--- config.mk ---
export PLATFORM = sky130hd
export DESIGN_NAME = amws_write_seq
export DESIGN_NICKNAME = d
export VERILOG_FILES = /design/src/amws_wait_sync.v /design/src/amws_wb_regs.v /design/src/amws_write_seq.v
export VERILOG_INCLUDE_DIRS = /design/src
export SDC_FILE = /design/constraint.sdc
export NUM_CORES = 1
export LEC_CHECK = 0
export CORE_ASPECT_RATIO = 0.8
export CORE_UTILIZATION = 50
export DETAILED_ROUTE_END_ITERATION = 12
export DONT_BUFFER_PORTS = 1
export GPL_TIMING_DRIVEN = 0
export HOLD_SLACK_MARGIN = 0.06
export PLACE_DENSITY = 0.66
export RECOVER_POWER = 25
export SLEW_MARGIN = 20
export SYNTH_ARGS = -nofsm -noshare
export SYNTH_HDL_FRONTEND = slang
export SYNTH_HIERARCHICAL = 1
export SYNTH_SLANG_ARGS = --single-unit
--- constraint.sdc ---
create_clock -name clk_sys -period 8.2 [get_ports clk_sys]
set_clock_uncertainty 0.1 [all_clocks]
set_input_delay 1.64 -clock clk_sys [delete_from_list [all_inputs] [get_ports clk_sys]]
set_output_delay 1.64 -clock clk_sys [all_outputs]
set_load 0.01 [all_outputs]
--- src/amws_defines.vh ---
// Constants for the asynchronous memory write strobe sequencer
// Contract
// - Every write interval counts whole system clock periods.
// - Setup, strobe, hold, turnaround and max wait are software set.
// - Extended wait off: strobe low exactly the programmed strobe count, one clock for a count of zero.
// - Extended wait on: strobe count plus sixteen per wait cycle.
// - Strobe rises four clocks after a wait step sees the synchronised wait input released.
// - Write data is driven for the setup count before the strobe falls.
// - Write data stays valid for the hold count after the strobe rises.
// - External wait cycle count reaches up to 256; counter sized for it.
// - Waiting stops once the programmed maximum wait cycles have passed.
// - Address is driven for the setup count before the strobe falls.
// - Address stays valid for the hold count after the strobe rises.
`ifndef AMWS_DEFINES_VH
`define AMWS_DEFINES_VH
// ==========================================================
// Register offsets (byte addresses)
`define AMWS_REG_CTRL 5'h00
`define AMWS_REG_TIME 5'h04
`define AMWS_REG_WAIT 5'h08
`define AMWS_REG_ADDR 5'h0c
`define AMWS_REG_DATA 5'h10
`define AMWS_REG_STAT 5'h14
// ==========================================================
// Field positions
`define AMWS_CTRL_WAIT_EN 0
`define AMWS_TIME_SETUP 3:0
`define AMWS_TIME_STROBE 13:8
`define AMWS_TIME_HOLD 19:16
`define AMWS_TIME_TURN 25:24
`define AMWS_WAIT_MAX 7:0
// ==========================================================
// Reset values
`define AMWS_TIME_RST 32'h0301_3f0f
`define AMWS_WAIT_RST 8'h80
// ==========================================================
// Timing
`define AMWS_WAIT_STEP 5'h10
`define AMWS_RELEASE_DLY 3'h4
`endif

--- src/amws_wait_sync.v ---
// Two-stage synchroniser for the external wait input
`timescale 1ns/1ps
module amws_wait_sync (
  // Clock and reset
  input wire clk_sys,
  input wire reset,
  input wire clkEn,
  // Data
  input wire asyncIn,
  output reg syncOut
);
  reg stage1_r;

  // ==========================================================
  // Synchroniser flops
  always @(posedge clk_sys or posedge reset) begin
    if (reset) begin
      stage1_r <= 1'b0;
      syncOut <= 1'b0;
    end else if (clkEn) begin
      stage1_r <= asyncIn;
      syncOut <= stage1_r;
    end
  end
endmodule

--- src/amws_wb_regs.v ---
// Wishbone classic register file for the write sequencer
`timescale 1ns/1ps
`include "amws_defines.vh"
module amws_wb_regs (
  // Clock and reset
  input wire clk_sys,
  input wire reset,
  input wire clkEn,
  // Wishbone slave
  input wire wbCyc,
  input wire wbStb,
  input wire wbWe,
  input wire [3:0] wbSel,
  input wire [4:0] wbAdr,
  input wire [31:0] wbDatIn,
  output reg [31:0] wbDatOut,
  output reg wbAck,
  // Control to sequencer
  output reg extendedWaitEnable,
  output reg [31:0] timeReg,
  output reg [7:0] maxWaitCycles,
  output reg [20:0] wrAddr,
  output reg [15:0] wrData,
  output reg startPulse,
  // Status from sequencer
  input wire busy,
  input wire timeoutSticky,
  input wire [8:0] lastWaitCount
);
  wire req = wbCyc & wbStb & ~wbAck;
  wire [31:0] ctrlRd = {31'h0, extendedWaitEnable};
  wire [31:0] statRd = {15'h0, lastWaitCount, 6'h0, timeoutSticky, busy};
  // Word offset of the access, byte bits forced to zero
  wire [4:0] regOff = {wbAdr[4:2], 2'h0};

  // ==========================================================
  // Byte-lane merge of write data into a register
  function [31:0] merge;
    input [31:0] old;
    input [31:0] nw;
    input [3:0] sel;
    integer i;
    begin
      merge = old;
      for (i = 0; i < 4; i = i + 1) begin
        if (sel[i]) begin
          merge[i*8 +: 8] = nw[i*8 +: 8];
        end
      end
    end
  endfunction

  // Merged address and data words, cut to the register widths
  wire [31:0] addrMerged = merge({11'h0, wrAddr}, wbDatIn, wbSel);
  wire [31:0] dataMerged = merge({16'h0, wrData}, wbDatIn, wbSel);

  // ==========================================================
  // Register writes, read mux and single-cycle ack
  always @(posedge clk_sys or posedge reset) begin
    if (reset) begin
      wbAck <= 1'b0;
      wbDatOut <= 32'h0;
      extendedWaitEnable <= 1'b0;
      timeReg <= `AMWS_TIME_RST;
      maxWaitCycles <= `AMWS_WAIT_RST;
      wrAddr <= 21'h0;
      wrData <= 16'h0;
      startPulse <= 1'b0;
    end else if (clkEn) begin
      wbAck <= req;
      startPulse <= 1'b0;
      if (req && wbWe) begin
        case (regOff)
          `AMWS_REG_CTRL: begin
            if (wbSel[0]) extendedWaitEnable <= wbDatIn[`AMWS_CTRL_WAIT_EN];
          end
          `AMWS_REG_TIME: begin
            timeReg <= merge(timeReg, wbDatIn, wbSel);
          end
          `AMWS_REG_WAIT: begin
            if (wbSel[0]) maxWaitCycles <= wbDatIn[`AMWS_WAIT_MAX];
          end
          `AMWS_REG_ADDR: begin
            wrAddr <= addrMerged[20:0];
          end
          `AMWS_REG_DATA: begin
            wrData <= dataMerged[15:0];
            startPulse <= ~busy; // Write to data launches a cycle when idle
          end
          default: begin
            wbDatOut <= wbDatOut;
          end
        endcase
      end
      if (req && !wbWe) begin
        case (regOff)
          `AMWS_REG_CTRL: wbDatOut <= ctrlRd;
          `AMWS_REG_TIME: wbDatOut <= timeReg;
          `AMWS_REG_WAIT: wbDatOut <= {24'h0, maxWaitCycles};
          `AMWS_REG_ADDR: wbDatOut <= {11'h0, wrAddr};
          `AMWS_REG_DATA: wbDatOut <= {16'h0, wrData};
          `AMWS_REG_STAT: wbDatOut <= statRd;
          default: wbDatOut <= 32'h0;
        endcase
      end
    end
  end
endmodule

--- src/amws_write_seq.v ---
// Top: write strobe sequencer for asynchronous external memory
`timescale 1ns/1ps
`include "amws_defines.vh"
module amws_write_seq #(
  parameter CNT_W = 9
) (
  // Clock, reset, enable
  input wire clk_sys,
  input wire reset,
  input wire clkEn,
  // Wishbone slave
  input wire wbCyc,
  input wire wbStb,
  input wire wbWe,
  input wire [3:0] wbSel,
  input wire [4:0] wbAdr,
  input wire [31:0] wbDatIn,
  output wire [31:0] wbDatOut,
  output wire wbAck,
  // External memory pins
  output reg ext_write_strobe_n,
  output reg [20:0] ext_address_bus,
  output reg [15:0] extDataOut,
  output reg extDataOe,
  input wire [15:0] extDataIn,
  input wire ext_wait_input
);
  // ==========================================================
  // States
  localparam ST_IDLE = 3'h0;
  localparam ST_SETUP = 3'h1;
  localparam ST_STROBE = 3'h2;
  localparam ST_WAIT = 3'h3;
  localparam ST_RELEASE = 3'h4;
  localparam ST_HOLD = 3'h5;
  localparam ST_TURN = 3'h6;

  wire extendedWaitEnable;
  wire [31:0] timeReg;
  wire [7:0] maxWaitCycles;
  wire [20:0] wrAddr;
  wire [15:0] wrData;
  wire startPulse;
  wire waitSync;
  reg [2:0] state_r;
  reg [2:0] state_nxt;
  reg [7:0] cnt_r;
  reg [7:0] cnt_nxt;
  reg [3:0] step_r;
  reg [3:0] step_nxt;
  reg [CNT_W-1:0] waitCount_r;
  reg [CNT_W-1:0] waitCount_nxt;
  reg [CNT_W-1:0] lastWait_r;
  reg timeout_r;
  reg timeout_nxt;
  reg sawWait_r;
  reg sawWait_nxt;

  wire [3:0] writeSetupCycles = timeReg[`AMWS_TIME_SETUP];
  wire [5:0] writeStrobeCycles = timeReg[`AMWS_TIME_STROBE];
  wire [3:0] writeHoldCycles = timeReg[`AMWS_TIME_HOLD];
  wire [1:0] turnaroundCycles = timeReg[`AMWS_TIME_TURN];
  // Last count of a 16-cycle wait step, cut to the step counter width
  wire [4:0] waitStepLast = `AMWS_WAIT_STEP - 5'h1;
  wire busy = (state_r != ST_IDLE);
  // Max wait of zero means full range of 256 wait cycles
  wire [CNT_W-1:0] waitLimit = (maxWaitCycles == 8'h0) ?
    9'h100 : {1'b0, maxWaitCycles};

  // ==========================================================
  // Register file
  amws_wb_regs uRegs (
    .clk_sys(clk_sys),
    .reset(reset),
    .clkEn(clkEn),
    .wbCyc(wbCyc),
    .wbStb(wbStb),
    .wbWe(wbWe),
    .wbSel(wbSel),
    .wbAdr(wbAdr),
    .wbDatIn(wbDatIn),
    .wbDatOut(wbDatOut),
    .wbAck(wbAck),
    .extendedWaitEnable(extendedWaitEnable),
    .timeReg(timeReg),
    .maxWaitCycles(maxWaitCycles),
    .wrAddr(wrAddr),
    .wrData(wrData),
    .startPulse(startPulse),
    .busy(busy),
    .timeoutSticky(timeout_r),
    .lastWaitCount(lastWait_r)
  );

  // ==========================================================
  // Wait input synchroniser
  amws_wait_sync uSync (
    .clk_sys(clk_sys),
    .reset(reset),
    .clkEn(clkEn),
    .asyncIn(ext_wait_input),
    .syncOut(waitSync)
  );

  // ==========================================================
  // Next-state logic; every phase counts clk_sys cycles
  always @* begin
    state_nxt = state_r;
    cnt_nxt = cnt_r;
    step_nxt = step_r;
    waitCount_nxt = waitCount_r;
    timeout_nxt = timeout_r;
    sawWait_nxt = sawWait_r;
    case (state_r)
      ST_IDLE: begin
        if (startPulse) begin
          state_nxt = ST_SETUP;
          cnt_nxt = {4'h0, writeSetupCycles};
          timeout_nxt = 1'b0;
          waitCount_nxt = {CNT_W{1'b0}};
          sawWait_nxt = 1'b0;
        end
      end
      ST_SETUP: begin
        if (cnt_r <= 8'h1) begin
          state_nxt = ST_STROBE;
          cnt_nxt = {2'h0, writeStrobeCycles};
        end else begin
          cnt_nxt = cnt_r - 8'h1;
        end
      end
      ST_STROBE: begin
        if (extendedWaitEnable && waitSync) begin
          sawWait_nxt = 1'b1;
        end
        if (cnt_r <= 8'h1) begin
          if (extendedWaitEnable && (waitSync || sawWait_r)) begin
            state_nxt = ST_WAIT;
            step_nxt = waitStepLast[3:0];
          end else begin
            state_nxt = ST_HOLD;
            cnt_nxt = {4'h0, writeHoldCycles};
          end
        end else begin
          cnt_nxt = cnt_r - 8'h1;
        end
      end
      ST_WAIT: begin
        // Each 16-cycle step counts one external wait cycle
        if (step_r == 4'h0) begin
          step_nxt = waitStepLast[3:0];
          waitCount_nxt = waitCount_r + 9'h1;
          if (!waitSync) begin
            state_nxt = ST_RELEASE;
            cnt_nxt = {5'h0, `AMWS_RELEASE_DLY} - 8'h1;
          end else if (waitCount_r + 9'h1 >= waitLimit) begin
            state_nxt = ST_HOLD;
            cnt_nxt = {4'h0, writeHoldCycles};
            timeout_nxt = 1'b1;
          end
        end else begin
          step_nxt = step_r - 4'h1;
        end
      end
      ST_RELEASE: begin
        if (cnt_r <= 8'h1) begin
          state_nxt = ST_HOLD;
          cnt_nxt = {4'h0, writeHoldCycles};
        end else begin
          cnt_nxt = cnt_r - 8'h1;
        end
      end
      ST_HOLD: begin
        if (cnt_r <= 8'h1) begin
          state_nxt = ST_TURN;
          cnt_nxt = {6'h0, turnaroundCycles};
        end else begin
          cnt_nxt = cnt_r - 8'h1;
        end
      end
      ST_TURN: begin
        if (cnt_r <= 8'h1) begin
          state_nxt = ST_IDLE;
        end else begin
          cnt_nxt = cnt_r - 8'h1;
        end
      end
      default: begin
        state_nxt = ST_IDLE;
      end
    endcase
  end

  // ==========================================================
  // State registers and pin drivers, all from flops
  always @(posedge clk_sys or posedge reset) begin
    if (reset) begin
      state_r <= ST_IDLE;
      cnt_r <= 8'h0;
      step_r <= 4'h0;
      waitCount_r <= {CNT_W{1'b0}};
      lastWait_r <= {CNT_W{1'b0}};
      timeout_r <= 1'b0;
      sawWait_r <= 1'b0;
      ext_write_strobe_n <= 1'b1;
      ext_address_bus <= 21'h0;
      extDataOut <= 16'h0;
      extDataOe <= 1'b0;
    end else if (clkEn) begin
      state_r <= state_nxt;
      cnt_r <= cnt_nxt;
      step_r <= step_nxt;
      waitCount_r <= waitCount_nxt;
      timeout_r <= timeout_nxt;
      sawWait_r <= sawWait_nxt;
      if (state_r == ST_HOLD && state_nxt == ST_TURN) begin
        lastWait_r <= waitCount_r;
      end
      // Strobe low in strobe, wait and release phases
      ext_write_strobe_n <= ~((state_nxt == ST_STROBE) ||
        (state_nxt == ST_WAIT) || (state_nxt == ST_RELEASE));
      // Address and data held from setup through hold
      if (state_r == ST_IDLE && state_nxt == ST_SETUP) begin
        ext_address_bus <= wrAddr;
        extDataOut <= wrData;
      end
      extDataOe <= (state_nxt != ST_IDLE) && (state_nxt != ST_TURN);
    end
  end
endmodule

After elaboration in Yosys (flattened, before gate mapping)
Index checks and enable logic that the tools add are counted.
{"block": "op_classes", "n_addsub": 3, "n_lt_le_gt_ge": 2, "n_eq_ne": 27, "muxes": 40, "bitwise_logic": 5, "reduce_logical": 40}
{"operator": "$pmux W32 S6", "count": 1}
{"operator": "$mux W8", "count": 10}
{"operator": "$pmux W8 S7", "count": 1}
{"operator": "$reduce_and A4 Y1", "count": 14}
{"operator": "$mux W3", "count": 10}
{"operator": "$mux W9", "count": 3}
{"operator": "$eq A3 B3 Y1 const B", "count": 7}
{"operator": "$pmux W3 S7", "count": 1}
{"operator": "$eq A3 B2 Y1 const B", "count": 6}
{"operator": "$pmux W9 S2", "count": 1}
{"operator": "$mux W4", "count": 3}
{"operator": "$ne A2 B2 Y1 const B", "count": 6}
{"operator": "$add A9 B1 Y9 const B", "count": 1}
{"operator": "$eq A3 B1 Y1 const B", "count": 3}
{"operator": "$ge A9 B9 Y1", "count": 1}
{"operator": "$ne A3 B3 Y1 const B", "count": 3}
{"operator": "$le A8 B1 Y1 const B", "count": 1}
{"operator": "$logic_not A8 Y1", "count": 1}
{"operator": "$pmux W4 S2", "count": 1}
{"operator": "$sub A8 B1 Y8 const B", "count": 1}
{"operator": "$logic_and A1 B1 Y1", "count": 7}
{"operator": "$mux W1", "count": 7}
{"operator": "$reduce_and A7 Y1", "count": 1}
{"operator": "$reduce_bool A7 Y1", "count": 1}
{"operator": "14 further kinds", "count": 26}
{"block": "word_totals", "ff_bits": 188, "input_bits": 64, "out_inout_bits": 72, "wordCells": 144}

Depth between registers and ports, before layout
{"block": "depth", "ltp_word": 11, "depth_mapped": 12, "mapped_depth_nobuf": 11}

Cells and area by module
Netlist, hierarchy kept.
{"mod": "amws_wb_regs", "instances": 1, "cells_each": 396, "area_per_inst_um2": 5137.4, "seq_area_each_um2": 2820.2}
{"mod": "amws_write_seq", "instances": 1, "cells_each": 373, "area_per_inst_um2": 3952.5, "seq_area_each_um2": 1853.0}
{"mod": "amws_wait_sync", "instances": 1, "cells_each": 5, "area_per_inst_um2": 76.3, "seq_area_each_um2": 50.0}

Worst setup path before layout
Ideal clock, no wire load.
{"block": "synth_timing", "kind": "input to register", "from": "input clkEn", "to": "register ext_address_bus[2]", "setup_time_ps": 125, "t_arrival_ps": 2981, "required_ps": 7975, "setup_slack_ps": 4994, "stages": 5, "n_path_buf": 3, "cell_sequence": "clkbuf_1 -> nand3_1 -> clkbuf_1 -> clkbuf_1 -> mux2_2"}
{"block": "synth_via", "elab_chain_len": 1}
{"item": "from (decl)", "line_no": "amws_write_seq.v:10", "rtl": "input wire clkEn,"}
{"item": "$reduce_and A2 Y1 (no line)"}
{"item": "to (signal assigned)", "line_no": "amws_write_seq.v:224", "rtl": "ext_address_bus <= wrAddr;"}
{"item": "to (decl)", "line_no": "amws_write_seq.v:22", "rtl": "output reg [20:0] ext_address_bus,"}
Every way passes these cells.
A chain may end at the register's enable or synchronous reset.

==> results.md <==
* Predominant post-synthesis flop cell: dfrtp_1
* Initial core utilization at 0.519
* Most common cell after layout, fill and taps aside: dfrtp_1
* Data required time of the worst path at 8.26 ns
* CP max FO at 38
* Most frequent cells in the layout: dfrtp_1, mux2_2, o21ai_0, nand2_1, clkbuf_1
* Hpwl dp at about 18,000 microns
* Post-CTS sizing at 0
* Register area share after synthesis at 0.515
* Total CTS buffers at 17
* FF+latch count, synth at ~190
* Antenna violations before repair at 0
* Htree depth at 4
* Ports at roughly 140
* Vias/cell at between 6 and 7
* CP Launch Type: input pin
* Area Overhead vs Synth at 10.5%
* FMAX at approximately 250 MHz
* Cell Rows at 43
* GRT Util Overall at 0.275
* Async SR Flop Fraction at 1.00
* Worst skew pair latency at approximately 0.45 ns
* Worst setup EP type: asynchronous set/reset pin
* Antenna diode count at 0
* Die Ht at 123 microns
* Slowest-stage cell, CP: clkbuf_1
* R2R Setup Slk at about 4.5 ns
* Tcrit/Tclk final at 0.494
* Critical path buffer and inverter count at 2
* PD cells at roughly 260 nW/um^2
* Sw frac at 0.348
* Int Pwr at between 1500 and 2000 uW
* TritonRoute pass-1 iters at 5
* Slew HR at -0.947
* Clock transition at the registers of the reported paths at roughly 0.08 ns
* Psw at ~910 uW
* DRT iter0 DRCs at roughly 650
* RSZ-0062 raised after global routing: false
* Syn nets at ~850
* GP Congestion at about 0.9
* Min Tclk post-route at 4.05 ns
* Slew Limit Fails at 140
* First-pass GRT wire length at between 30,000 and 40,000 microns
* Synth unique cells at just over 70
* Port Buffer Count at 0
* Hold Violations, Final at 0
* CP delay by family, top: buffers and inverters
* CORE AREA at around 18,000 sq um
* Vias in the first global route at about 6,700
* Cts hold-fix bufs at 0
* EDFF count, synth at 0
* Die Wd at between 150 and 200 microns
* Clock tree root buffer cell: clkbuf_16
* Die area at between 15,000 and 20,000 sq um
* DR DRC count at 0
* Mapped Avg Cell Area at about 12 sq um
* Final wirelength at between 20,000 and 25,000 microns
* Failing checks: capacitance limit, slew limit
* WHS at between 0.4 and 0.5 ns
* Sequential power share at 0.426
* Clk network pwr share at 0.333
* Vias at 6,645
* Largest net degree at the start of global routing at 64
* Setup Buffers After CTS at 0
* Max cap viols at 3
* Min-delay worst type: flip-flop to flip-flop
* CTS sink cnt at approximately 190
* Comb power frac at 0.241
* Fillers at 1,441
* Final Setup Violations at 0
* Worst path cell trace: clkinvlp_2 > clkbuf_1
* VDD IR-drop max at around 0.14 mV
* Syn. warnings at 6
* Outcome: finished, violations left
* Mapped cell area at between 9000 and 10,000 sq um
* Setup CP Type: input pin to asynchronous set/reset pin
* Global route total overflow at 0
* Share of layout cells above drive strength 1 at 0.274
* Nets at 872
* WL/cell at 24.0 microns
* Synth Instances at 774
* Slew @ Worst Pin at between 2 and 3 ns
* Max stage delay on crit path at 1.52 ns
* Setup TNS at 0 ns
* CTS tree: done
* Critical path arrival at about 4 ns
* Antenna Nets Post-Route at 0
* Pleak at about 0.0046 uW
* CTS max path bufs at 2
[per-stage QoR]
| step | total power, uW | worst slack, ns | utilization | instance area [sq um] | instances |
|---|---|---|---|---|---|
| 6_report | 2630 | 4.15 | 0.574 | 10100 | 1033 |
| 5_1_grt | 2750 | 3.45 | 0.574 | 10100 | 1033 |
| 3_5_place_dp | 1750 | 4.27 | 0.539 | 9500 | 1001 |
| 4_1_cts | 2630 | 4.54 | 0.575 | 10100 | 1033 |
| 3_3_place_gp | 1720 | 2.33 | 0.535 | 9450 | 999 |
| 2_1_floorplan | 1580 | 3.52 | - | 9170 | 774 |
[synth_stat cells, drive strengths merged, types with 11 or more instances]
cell type | count | area [sq um]
dfrtp | 173 | 4330
mux2 | 138 | 1550
o21ai | 63 | 315
nand2 | 39 | 146
clkbuf | 31 | 116
nor2 | 28 | 113
a21oi | 24 | 120
inv | 21 | 78.8
o31ai | 19 | 143
nand3 | 18 | 95.1
nand3b | 16 | 120
dfstp | 15 | 394
ha | 13 | 163
a21o | 12 | 90.1
a31oi | 12 | 75.1
buf | 11 | 63.8
nor3 | 11 | 70.1
[kinds of logic after synthesis]
logic type               count (synthesis)  share of synthesized area
AND/OR/NAND/NOR                        160                      0.107
flip-flops                             188                      0.515
XOR/XNOR                                 9                    0.00860
multiplexers                           146                      0.180
adder cells (fa/ha/maj)                 13                     0.0177
buffers and inverters                   64                     0.0287
AO/OA/AOI/OAI                          194                      0.143
[routing by layer]
layer  vias up  GRT usage  share of wire
met5         -          0              0
met4         0     0.0919          0.023
met3        47     0.0796          0.084
met2       311      0.418           0.44
met1      3366      0.380           0.45
li1       2921          -              -
[power groups by stage]
stage	Sequential, uW	Combinational (uW)	Clock [uW]
global placement	1130	594	0
finish	1120	633	874
CTS	1120	624	890
detailed placement	1130	618	0
floorplan	1100	489	0
global route	1130	698	923
[sequential cells by signal (all words and copies together), names as in the netlist]
signal,flops
cnt_r,8
extDataOe,1
extDataOut,16
ext_address_bus,21
ext_write_strobe_n,1
lastWait_r,9
sawWait_r,1
state_r,3
step_r,4
timeout_r,1
uRegs/extendedWaitEnable,1
uRegs/maxWaitCycles,8
uRegs/startPulse,1
uRegs/timeReg,32
uRegs/wbAck,1
uRegs/wbDatOut,32
uRegs/wrAddr,21
uRegs/wrData,16
uSync/stage1_r,1
uSync/syncOut,1
waitCount_r,9
[area by class of cell]
| class | instances | area [sq um] | share of cell area |
|---|---|---|---|
| clock buffer | 17 | 425 | 0.0420 |
| sequential | 188 | 4720 | 0.467 |
| timing repair buffer | 2 | 31.3 | 0.00309 |
| buffer | 42 | 180 | 0.0178 |
| inverter | 22 | 85.1 | 0.00840 |
| clock inverter | 15 | 218 | 0.0215 |
| multi-input combinational | 522 | 4180 | 0.413 |
| tap | 225 | 282 | 0.0278 |
[worst paths after layout]
check / cells past startpoint / to / start
worst min register to register: 1 / timeout_r / timeout_r
max in group clk_sys: 12 / cnt_r[1] / waitCount_r[0]
worst max-delay path: 2 / extDataOut[15] / reset
min in group asynchronous: 1 / uSync/stage1_r / reset
worst min-delay path: 1 / timeout_r / timeout_r
worst max register to register: 12 / cnt_r[1] / waitCount_r[0]
No activity file was read; power rests on OpenSTA's default activity.
